==> config.mk <==
export PLATFORM = sky130hd
export DESIGN_NAME = ocd_decoder
export DESIGN_NICKNAME = d
export VERILOG_FILES = /design/src/hdl/ocd_pkg.sv /design/src/hdl/ocd_cycles.sv /design/src/hdl/ocd_decoder.sv /design/src/hdl/ocd_match.sv
export SDC_FILE = /design/constraint.sdc
export NUM_CORES = 1
export LEC_CHECK = 0
export ABC_AREA = 1
export BUFFER_PORTS_ARGS = -buffer_cell sky130_fd_sc_hd__buf_4
export CAP_MARGIN = 40
export CORE_MARGIN = 10
export CORE_UTILIZATION = 40
export DETAILED_ROUTE_END_ITERATION = 10
export GPL_TIMING_DRIVEN = 0
export MAX_ROUTING_LAYER = met4
export PLACE_DENSITY = 0.67
export SETUP_SLACK_MARGIN = 0.15
export SYNTH_ARGS = -nofsm -noshare
export SYNTH_HDL_FRONTEND = slang
export SYNTH_SLANG_ARGS = --single-unit
export TNS_END_PERCENT = 10
==> constraint.sdc <==
create_clock -name clk_sys_in -period 1.5 [get_ports clk_sys_in]
set_clock_uncertainty 0.2 [all_clocks]
set_input_delay 0.375 -clock clk_sys_in [delete_from_list [all_inputs] [get_ports clk_sys_in]]
set_output_delay 0.375 -clock clk_sys_in [all_outputs]
set_load 0.01 [all_outputs]
==> src/hdl/ocd_pkg.sv <==
// Opcode patterns, field positions and cycle counts for the decoder.
// Assumes 16-bit instruction words delivered by the fetch path.
package ocd_pkg;

    // ------------------------------------------------------------
    // Instruction classes
    // ------------------------------------------------------------
    typedef enum logic [3:0] {
        OCD_NONE        = 4'h0,
        OCD_AUX_COMPARE = 4'h1,
        OCD_BMDD_SRC    = 4'h2,
        OCD_BMDD_DST    = 4'h3,
        OCD_BMPD        = 4'h4,
        OCD_DATA_MOVE   = 4'h5,
        OCD_PORT_IN     = 4'h6,
        OCD_ACC_SHIFT   = 4'h7,
        OCD_ACC_LONG    = 4'h8,
        OCD_ACC_ZLH     = 4'h9,
        OCD_TEST_BIT    = 4'ha,
        OCD_BR_ACC_ZERO = 4'hb,
        OCD_CFG_DATA    = 4'hc
    } ocd_class_t;

    // Sequencer states
    typedef enum logic [0:0] {
        OCD_ST_FIRST  = 1'b0,
        OCD_ST_SECOND = 1'b1
    } ocd_state_t;

    // ------------------------------------------------------------
    // Patterns
    // ------------------------------------------------------------
    localparam logic [13:0] OCD_AUX_CMP_PAT = 14'h2fd1;
    localparam logic [7:0]  OCD_BMDD_SRC_HI = 8'ha8;
    localparam logic [7:0]  OCD_BMDD_DST_HI = 8'ha9;
    localparam logic [7:0]  OCD_BMPD_HI     = 8'ha5;
    localparam logic [7:0]  OCD_DATA_MOVE_HI     = 8'h77;
    localparam logic [7:0]  OCD_PORT_IN_HI  = 8'haf;
    localparam logic [3:0]  OCD_ACC_SH_TOP  = 4'h1;
    localparam logic [11:0] OCD_ACC_LONG_HI = 12'hbf8;
    localparam logic [7:0]  OCD_ACC_ZLH_HI  = 8'h6a;
    localparam logic [7:0]  OCD_TBIT_HI     = 8'h6f;
    localparam logic [15:0] OCD_BR_ZERO_OP  = 16'he388;
    localparam logic [15:0] OCD_CFG_DATA_OP = 16'hbe44;

    // ------------------------------------------------------------
    // Field positions and counts
    // ------------------------------------------------------------
    localparam int          OCD_SHIFT_LSB = 8;
    localparam int          OCD_COND_LSB  = 0;
    localparam logic [1:0]  OCD_WORDS_1   = 2'h1;
    localparam logic [1:0]  OCD_WORDS_2   = 2'h2;
    localparam logic [2:0]  OCD_CYC_1     = 3'h1;
    localparam logic [2:0]  OCD_CYC_2     = 3'h2;
    localparam logic [2:0]  OCD_CYC_3     = 3'h3;
    localparam logic [2:0]  OCD_CYC_4     = 3'h4;
    localparam logic [2:0]  OCD_CYC_5     = 3'h5;

endpackage : ocd_pkg

==> src/hdl/ocd_cycles.sv <==
// Cycle count lookup per class.
// Assumes block moves run long when the data operand is not on chip.
`timescale 1ns/1ps
module ocd_cycles (
    input  ocd_pkg::ocd_class_t  class_in,
    input  wire logic            long_move_in,
    input  wire logic            taken_in,
    output logic [2:0]           cycles_out
);
    always_comb begin
        unique case (class_in)
            ocd_pkg::OCD_BMDD_SRC, ocd_pkg::OCD_BMDD_DST,
            ocd_pkg::OCD_BMPD: begin
                cycles_out = long_move_in ? ocd_pkg::OCD_CYC_5
                                          : ocd_pkg::OCD_CYC_3;
            end
            ocd_pkg::OCD_PORT_IN, ocd_pkg::OCD_ACC_LONG: begin
                cycles_out = ocd_pkg::OCD_CYC_2;
            end
            ocd_pkg::OCD_BR_ACC_ZERO: begin
                cycles_out = taken_in ? ocd_pkg::OCD_CYC_4
                                      : ocd_pkg::OCD_CYC_2;
            end
            default: begin
                cycles_out = ocd_pkg::OCD_CYC_1;
            end
        endcase
    end
endmodule : ocd_cycles

==> src/hdl/ocd_decoder.sv <==
// Opcode decoder for a subset of the core instruction set.
// Assumes the fetch path presents one word per valid pulse and
// that the datapath reports branch outcome with the first word.
//
// What this block does
// - Aux compare against aux_reg_zero, 1011 1111 0100 01xx, 1 word 1 cycle.
// - Data-data block move, source immediate, 0xa8 plus address; 3 or 5.
// - Data-data block move, destination immediate, 0xa9 plus address.
// - Program-to-data block move, 0xa5 plus address, second word prog addr.
// - Data move, high byte 0x77, one word one cycle.
// - Port input, 0xaf plus address, second word port address, 2 cycles.
// - Accumulator load with shift, top nibble 1, shift bits 11..8.
// - Long accumulator load, 0xbf8 plus shift, constant word, 2 cycles.
// - Zero low, load high accumulator, high byte 0x6a, one cycle.
// - Test bit by multiplicand_reg, high byte 0x6f, one cycle.
// - Branch if accumulator zero, exactly 0xe388, second word address, 4 taken, 2 not.
// - Configure dual-access block as data, 0xbe44, one cycle.
`timescale 1ns/1ps
module ocd_decoder (
    input  wire logic                clk_sys_in,
    input  wire logic                rst_n_in,
    input  wire logic                word_valid_in,
    input  wire logic [15:0]         word_in,
    input  wire logic                branch_taken_in,
    input  wire logic                long_move_in,
    output ocd_pkg::ocd_class_t      class_out,
    output logic                     dec_valid_out,
    output logic [1:0]               words_out,
    output logic [2:0]               cycles_out,
    output logic [7:0]               addr_field_out,
    output logic [3:0]               shift_out,
    output logic [1:0]               cond_out,
    output logic [15:0]              second_word_out,
    output logic                     fetch_second_out
);

    // ------------------------------------------------------------
    // Pattern match and cycle lookup
    // ------------------------------------------------------------
    ocd_pkg::ocd_class_t  match_class;
    logic                 match_two;
    logic [2:0]           match_cycles;

    ocd_match u_match (
        .word_in      (word_in),
        .class_out    (match_class),
        .two_word_out (match_two)
    );

    ocd_cycles u_cycles (
        .class_in     (match_class),
        .long_move_in (long_move_in),
        .taken_in     (branch_taken_in),
        .cycles_out   (match_cycles)
    );

    // ------------------------------------------------------------
    // Sequencer and output registers
    // ------------------------------------------------------------
    // Two-word ops hold the first word's fields until the second word
    // arrives, so the datapath sees one complete decode at a time.
    ocd_pkg::ocd_state_t  state_r, state_nxt;
    ocd_pkg::ocd_class_t  class_r, class_nxt;
    logic                 valid_r, valid_nxt;
    logic [1:0]           words_r, words_nxt;
    logic [2:0]           cycles_r, cycles_nxt;
    logic [7:0]           addr_r, addr_nxt;
    logic [3:0]           shift_r, shift_nxt;
    logic [1:0]           cond_r, cond_nxt;
    logic [15:0]          second_r, second_nxt;
    logic                 fetch_r, fetch_nxt;

    always_comb begin
        state_nxt  = state_r;
        class_nxt  = class_r;
        valid_nxt  = 1'b0;
        words_nxt  = words_r;
        cycles_nxt = cycles_r;
        addr_nxt   = addr_r;
        shift_nxt  = shift_r;
        cond_nxt   = cond_r;
        second_nxt = second_r;
        fetch_nxt  = 1'b0;
        unique case (state_r)
            ocd_pkg::OCD_ST_FIRST: begin
                if (word_valid_in) begin
                    class_nxt  = match_class;
                    cycles_nxt = match_cycles;
                    addr_nxt   = word_in[7:0];
                    second_nxt = 16'h0000;
                    shift_nxt  = 4'h0;
                    cond_nxt   = 2'h0;
                    if (match_class == ocd_pkg::OCD_ACC_SHIFT) begin
                        shift_nxt = word_in[ocd_pkg::OCD_SHIFT_LSB +: 4];
                    end
                    if (match_class == ocd_pkg::OCD_ACC_LONG) begin
                        shift_nxt = word_in[3:0];
                    end
                    if (match_class == ocd_pkg::OCD_AUX_COMPARE) begin
                        cond_nxt = word_in[ocd_pkg::OCD_COND_LSB +: 2];
                    end
                    if (match_two) begin
                        words_nxt = ocd_pkg::OCD_WORDS_2;
                        fetch_nxt = 1'b1;
                        state_nxt = ocd_pkg::OCD_ST_SECOND;
                    end else begin
                        words_nxt = ocd_pkg::OCD_WORDS_1;
                        valid_nxt = 1'b1;
                    end
                end
            end
            ocd_pkg::OCD_ST_SECOND: begin
                if (word_valid_in) begin
                    second_nxt = word_in;
                    valid_nxt  = 1'b1;
                    state_nxt  = ocd_pkg::OCD_ST_FIRST;
                end
            end
        endcase
    end

    always_ff @(posedge clk_sys_in or negedge rst_n_in) begin
        if (!rst_n_in) begin
            state_r  <= ocd_pkg::OCD_ST_FIRST;
            class_r  <= ocd_pkg::OCD_NONE;
            valid_r  <= 1'b0;
            words_r  <= 2'h0;
            cycles_r <= 3'h0;
            addr_r   <= 8'h00;
            shift_r  <= 4'h0;
            cond_r   <= 2'h0;
            second_r <= 16'h0000;
            fetch_r  <= 1'b0;
        end else begin
            state_r  <= state_nxt;
            class_r  <= class_nxt;
            valid_r  <= valid_nxt;
            words_r  <= words_nxt;
            cycles_r <= cycles_nxt;
            addr_r   <= addr_nxt;
            shift_r  <= shift_nxt;
            cond_r   <= cond_nxt;
            second_r <= second_nxt;
            fetch_r  <= fetch_nxt;
        end
    end

    assign class_out        = class_r;
    assign dec_valid_out    = valid_r;
    assign words_out        = words_r;
    assign cycles_out       = cycles_r;
    assign addr_field_out   = addr_r;
    assign shift_out        = shift_r;
    assign cond_out         = cond_r;
    assign second_word_out  = second_r;
    assign fetch_second_out = fetch_r;
endmodule : ocd_decoder

==> src/hdl/ocd_match.sv <==
// Combinational pattern match of one first instruction word.
// Assumes the word is stable for the cycle it is presented.
`timescale 1ns/1ps
module ocd_match (
    input  wire logic [15:0]         word_in,
    output ocd_pkg::ocd_class_t      class_out,
    output logic                     two_word_out
);
    always_comb begin
        class_out = ocd_pkg::OCD_NONE;
        if (word_in[15:2] == ocd_pkg::OCD_AUX_CMP_PAT) begin
            class_out = ocd_pkg::OCD_AUX_COMPARE;
        end else if (word_in == ocd_pkg::OCD_BR_ZERO_OP) begin
            class_out = ocd_pkg::OCD_BR_ACC_ZERO;
        end else if (word_in == ocd_pkg::OCD_CFG_DATA_OP) begin
            class_out = ocd_pkg::OCD_CFG_DATA;
        end else if (word_in[15:4] == ocd_pkg::OCD_ACC_LONG_HI) begin
            class_out = ocd_pkg::OCD_ACC_LONG;
        end else if (word_in[15:8] == ocd_pkg::OCD_BMDD_SRC_HI) begin
            class_out = ocd_pkg::OCD_BMDD_SRC;
        end else if (word_in[15:8] == ocd_pkg::OCD_BMDD_DST_HI) begin
            class_out = ocd_pkg::OCD_BMDD_DST;
        end else if (word_in[15:8] == ocd_pkg::OCD_BMPD_HI) begin
            class_out = ocd_pkg::OCD_BMPD;
        end else if (word_in[15:8] == ocd_pkg::OCD_DATA_MOVE_HI) begin
            class_out = ocd_pkg::OCD_DATA_MOVE;
        end else if (word_in[15:8] == ocd_pkg::OCD_PORT_IN_HI) begin
            class_out = ocd_pkg::OCD_PORT_IN;
        end else if (word_in[15:8] == ocd_pkg::OCD_ACC_ZLH_HI) begin
            class_out = ocd_pkg::OCD_ACC_ZLH;
        end else if (word_in[15:8] == ocd_pkg::OCD_TBIT_HI) begin
            class_out = ocd_pkg::OCD_TEST_BIT;
        end else if (word_in[15:12] == ocd_pkg::OCD_ACC_SH_TOP) begin
            class_out = ocd_pkg::OCD_ACC_SHIFT;
        end
    end

    always_comb begin
        unique case (class_out)
            ocd_pkg::OCD_BMDD_SRC, ocd_pkg::OCD_BMDD_DST,
            ocd_pkg::OCD_BMPD, ocd_pkg::OCD_PORT_IN,
            ocd_pkg::OCD_ACC_LONG, ocd_pkg::OCD_BR_ACC_ZERO: begin
                two_word_out = 1'b1;
            end
            default: begin
                two_word_out = 1'b0;
            end
        endcase
    end
endmodule : ocd_match

# Yosys cells after proc, flatten, opt, wreduce, memory -nomap -nowiden
# Cells that the tools add are included.
# word_totals
reg_bits,42
input_bits,21
# classes
n_eq_ne,22
muxes,32
bitwise_logic,1
n_reduce_logical,5
# op_table
operator,n
two-way mux 4 bit,13
"equality test 16 bit, second input constant",2
"equality test 8 bit, second input constant",4
two-way mux 16 bit,2
case mux 16 bit (2 select lines),1
"equality test 8 x 7 -> 1 bit, second input constant",3
"equality test 14 bit, second input constant",1
"equality test 12 bit, second input constant",1
"equality test 4 x 3 -> 1 bit, second input constant",3
two-way mux 3 bit,3
case mux 3 bit (3 select lines),1
"equality test 4 x 1 -> 1 bit, second input constant",2
"equality test 4 x 2 -> 1 bit, second input constant",2
"equality test 4 bit, second input constant",2
two-way mux 1 bit,8
OR reduction 6 bit,1
two-way mux 2 bit,2
"inequality test 2 bit, second input constant",2
case mux 1 bit (2 select lines),2
AND reduction 2 bit,2
OR reduction 3 bit,1
OR reduction 2 bit,1
NOT 1 bit,1

# Longest topological paths before layout
# depth
ltp_word,19
mapped_depth,10

# By module
# A second synthesis with hierarchy kept.
# hier_totals
cells_unflattened,303
hier_area_um2,2164.6
# modules_own_cells
module,instances,cells_per_inst,area_each_um2
ocd_decoder,1,184,1656.6
ocd_match,1,96,404.1
ocd_cycles,1,23,103.8

# Least setup slack after synthesis
# OpenSTA, ideal clock, no wires.
# synth_timing
path_kind,input -> register
startpoint,in word_in[10]
endpoint,reg valid_r (netlist: dec_valid_out)
setup_time_ns,0.121
t_arrival_ns,1.096
setup_slack_ns,0.083
stages,10
n_path_buf,0
path_cell_list,inv_1 nand2_1 nor2_1 nand2_2 nor2_4 nor2_2 nand2_2 inv_2 nand2_2 nand2_1
# synth_via
elab_chain_len,18
word_cells_on_any_way,33
cone_classes,eq/ne: 17; mux: 15; reduce/logical: 1
# synth_lines
element,line_no,text
from (decl),ocd_decoder.sv:23,"input wire logic [15:0] word_in,"
equality test 8 x 7 -> 1 bit,ocd_match.sv:31,end else if (word_in[15:8] == ocd_pkg::OCD_TBIT_HI) begin
two-way mux 4 bit,ocd_match.sv:31,
two-way mux 4 bit,ocd_match.sv:29,end else if (word_in[15:8] == ocd_pkg::OCD_ACC_ZLH_HI) begin
two-way mux 4 bit,ocd_match.sv:27,end else if (word_in[15:8] == ocd_pkg::OCD_PORT_IN_HI) begin
two-way mux 4 bit,ocd_match.sv:25,end else if (word_in[15:8] == ocd_pkg::OCD_DATA_MOVE_HI) begin
two-way mux 4 bit,ocd_match.sv:23,end else if (word_in[15:8] == ocd_pkg::OCD_BMPD_HI) begin
two-way mux 4 bit,ocd_match.sv:21,end else if (word_in[15:8] == ocd_pkg::OCD_BMDD_DST_HI) begin
two-way mux 4 bit,ocd_match.sv:19,end else if (word_in[15:8] == ocd_pkg::OCD_BMDD_SRC_HI) begin
[... 3 more ...],-,
two-way mux 4 bit *,ocd_match.sv:11,if (word_in[15:2] == ocd_pkg::OCD_AUX_CMP_PAT) begin
"equality test 4 bit, or another cell as far along",ocd_match.sv:39,unique case (class_out)
OR reduction 6 bit *,ocd_match.sv:39,
two-way mux 1 bit *,ocd_match.sv:39,
two-way mux 1 bit *,ocd_decoder.sv:102,if (match_two) begin
two-way mux 1 bit *,ocd_decoder.sv:86,if (word_valid_in) begin
case mux 1 bit (2 select lines) *,ocd_decoder.sv:84,unique case (state_r)
via valid_nxt,ocd_decoder.sv:64,"logic valid_r, valid_nxt;"
to (signal assigned),ocd_decoder.sv:137,valid_r <= valid_nxt;
to (decl),ocd_decoder.sv:64,
# Mark *: on every way through the listed nets, which the timed path passes. The rest lies on a longest branch.
# A chain may end at the register's enable or synchronous reset.

# Final worst setup path
# layout_timing
startpoint,reg addr_r[6] (netlist: addr_field_out[6])
endpoint,out addr_field_out[6]
# layout_rtl
element,line_no,text
from (decl),ocd_decoder.sv:67,"logic [7:0] addr_r, addr_nxt;"
from (signal assigned),ocd_decoder.sv:140,addr_r <= addr_nxt;
to (decl),ocd_decoder.sv:30,"output logic [7:0] addr_field_out,"
# No word-level cell between the ends.

==> impl_metrics.env <==
export IMPL_syn_instance_count=254
export IMPL_start_util_pct=41.8
export IMPL_die_h_um=90.7
export IMPL_fin_crit_ns=1.41
export IMPL_arrival_ns=0.83
export IMPL_ys_types=20
export IMPL_ys_seq_area_share_pct=52.6
export IMPL_netlist_area_um2=2000
export IMPL_synth_main_ff_cell="dfrtp_1"
export IMPL_setup_tns_final_ns=0
export IMPL_row_count=25
export IMPL_yosys_top_cells_count="73 x nand2_1, 42 x dfrtp_1, 38 x inv_1, 20 x nor2_1, 16 x o22ai_1"
export IMPL_grt_pass1_vias=1876
export IMPL_yosysMostFrequentCell="nand2_1"
export IMPL_clockBufferDepth=2
export IMPL_reg2regPathDepth=6
export IMPL_final_layout_size_suffix_gt1_share_pct=32.6
export IMPL_yosysTopAreaCell="dfrtp_1"
export IMPL_yosysTopAreaCellShare_pct=52.6
export IMPL_port_buffers=60
export IMPL_dr_max_layer_used="met4"
export IMPL_io_pins=62
export IMPL_p_per_area_nw_per_um2=805
export IMPL_dr_wl_met2_um=2580
export IMPL_cp_end_kind="output port"
export IMPL_path_cells="buf_4"
export IMPL_cts_sinks=42
export IMPL_drc=0
export IMPL_critPathSlowestCell="dfrtp_1"
export IMPL_rsz0062_at_grt="true"
export IMPL_track_usage_pct=13.9
export IMPL_slew_headroom_pct=63.0
export IMPL_ys_top_cells_by_area="dfrtp_1 53%, nand2_1 14%, inv_1 7.1%"
export IMPL_drt_pass1_iterations=4
export IMPL_vias=1880
export IMPL_wirelength_um=5490
export IMPL_root_buffer="clkbuf_8"
export IMPL_irDropWorstVdd_v=0.000344
export IMPL_clk_latency_ns=0.28
export IMPL_yosysWarnings=0
export IMPL_n_antenna_cell=0
export IMPL_grt_pass1_wl_um=9180
export IMPL_wl_per_cell_um=13.9
export IMPL_fmax_ghz=0.710
export IMPL_synth_edff_count=0
export IMPL_worst_path_stages=1
export IMPL_wl_met3_um=338
export IMPL_avgSynthCellArea_um2=7.87
export IMPL_path_class="reg2out"
export IMPL_fin_nets=349
export IMPL_run_status="completed"
export IMPL_final_area_um2=2740
export IMPL_m1WireLength_um=2490
export IMPL_maxCapViolCount=0
export IMPL_antenna_found_initial=0
export IMPL_leakagePower_nw=1.49
export IMPL_critPathLaunchType="register"
export IMPL_grt_max_degree=43
export IMPL_synth_nets=275
export IMPL_cts_buffers=5
export IMPL_dieArea_um2=8220
export IMPL_crit_family="flip-flops"
export IMPL_slowest_delay_ns=0.40
export IMPL_path_clk_slew_ns=0.07
export IMPL_ant_nets=0
export IMPL_area_growth_pct=37.1
export IMPL_synth_seq_cells=42
export IMPL_cts_tree="done"
export IMPL_crit_required_ns=0.92
export IMPL_placed_cell_area_um2=2540
export IMPL_worst_pin_slew_ns=0.555
export IMPL_cp_max_fo=2
export IMPL_hp_class="in2reg"
export IMPL_fillerInstances=467
export IMPL_viasPerCell=4.76
export IMPL_core_area_um2=4790
export IMPL_critPathBufInv=1
export IMPL_drt_iter0_markers=108
export IMPL_dieWidth_um=90.7
export IMPL_grt_overflow=0
export IMPL_post_dp_hpwl_um=4200
export IMPL_finalHoldViolations=0
export IMPL_setup_viol=0
export IMPL_period_share_pct=93.9
export IMPL_slew_violations=0
export IMPL_place_congestion=0.848
export IMPL_async_reset_ff_share_pct=100
export IMPL_h_tree_depth=2
export IMPL_whs_path_depth=3
worst register-to-register path, cell delays in order, from the launching register on:
cell	delay, ns
dfrtp_1	0.39
inv_1	0.13
nand2_4	0.09
inv_2	0.07
clkbuf_8	0.15
nand2_1	0.07
o21ai_1	0.13
through the flow:
step	hold WS, ns	std cells	power (mW)	utilization [%]	setup slack, ns
floorplan	-0.121	254	1.35	-	0.125
global placement	0.193	381	1.53	53.2	-0.166
detailed placement	0.200	381	1.53	53.2	-0.194
CTS	0.135	391	2.22	55.7	0.0985
global route	0.144	395	2.34	57.2	0.0660
finish	0.132	395	2.21	57.2	0.0922
state kept, by name (all words and copies together) (netlist names):
name / count
addr_field_out: 8
cond_out: 2
shift_out: 4
second_word_out: 16
words_out: 2
dec_valid_out: 1
fetch_second_out: 1
cycles_out: 3
state_r: 1
class_out: 4
area by class of cell:
class	count	area, um2	area share, %
buffer	7	47.5	1.74
clock buffer	7	76.3	2.79
inverter	44	165	6.03
multi-input combinational	161	764	27.9
sequential	42	1050	38.4
tap	67	83.8	3.06
timing repair buffer	67	551	20.1
timing repair:
| action | CTS | global route |
|---|---|---|
| buffers inserted | 2 | 4 |
| hold endpoints to repair | 42 | 0 |
| setup endpoints to repair | 55 | 76 |
| hold buffers | 1 | 0 |
| resized for setup | 6 | 19 |
final timing paths:
check	from	to	slack, ns
max	addr_field_out[6]$_DFFE_PN0P_	addr_field_out[6]	0.09
min	word_in[0]	addr_field_out[0]$_DFFE_PN0P_	0.13
max reg2reg	state_r$_DFF_PN0_	cond_out[1]$_DFFE_PN0P_	0.21
min reg2reg	words_out[0]$_DFFE_PN0P_	words_out[0]$_DFFE_PN0P_	0.28
max in group asynchronous	rst_n_in	second_word_out[15]$_DFFE_PN0P_	0.29
min in group asynchronous	rst_n_in	second_word_out[9]$_DFFE_PN0P_	0.43
cell usage in the layout, fill, tap and decap left out:
master / count
nor2_1: 18
o21ai_1: 7
nand3_1: 12
o21ai_0: 5
nand2_1: 70
buf_2: 3
buf_6: 12
a21oi_1: 5
clkbuf_1: 3
nand4_1: 3
nor2_2: 7
dfrtp_1: 42
nor3_1: 3
inv_2: 9
nor2b_1: 1
nor2_4: 2
nand2_4: 1
dlygate4sd3_1: 1
inv_1: 35
clkbuf_4: 1
buf_4: 55
nand2_2: 10
o22ai_1: 16
o21ai_2: 1
clkbuf_8: 6
routing by layer:
| metal | track usage, % | vias up |
|---|---|---|
| met2 | 21.8 | 60 |
| met1 | 16.8 | 872 |
| met3 | 4.07 | 8 |
| met5 | - | - |
| met4 | 4.24 | 0 |
| li1 | - | 940 |
power by group:
| group | leakage [nW] | internal [mW] | switching, mW |
|---|---|---|---|
| clock network | 0.0383 | 0.321 | 0.352 |
| registers | 0.562 | 1.17 | 0.0248 |
| logic | 0.885 | 0.147 | 0.189 |
cell families (layout without fill, tap and decap cells):
family          after synthesis  count (layout)  share of synthesized area, %
simple gates                127             127                          27.4
buf+inv                      51             125                          10.3
flops                        42              42                          52.6
compound gates               34              34                          9.71
No activity file was read; power rests on OpenSTA's default activity.
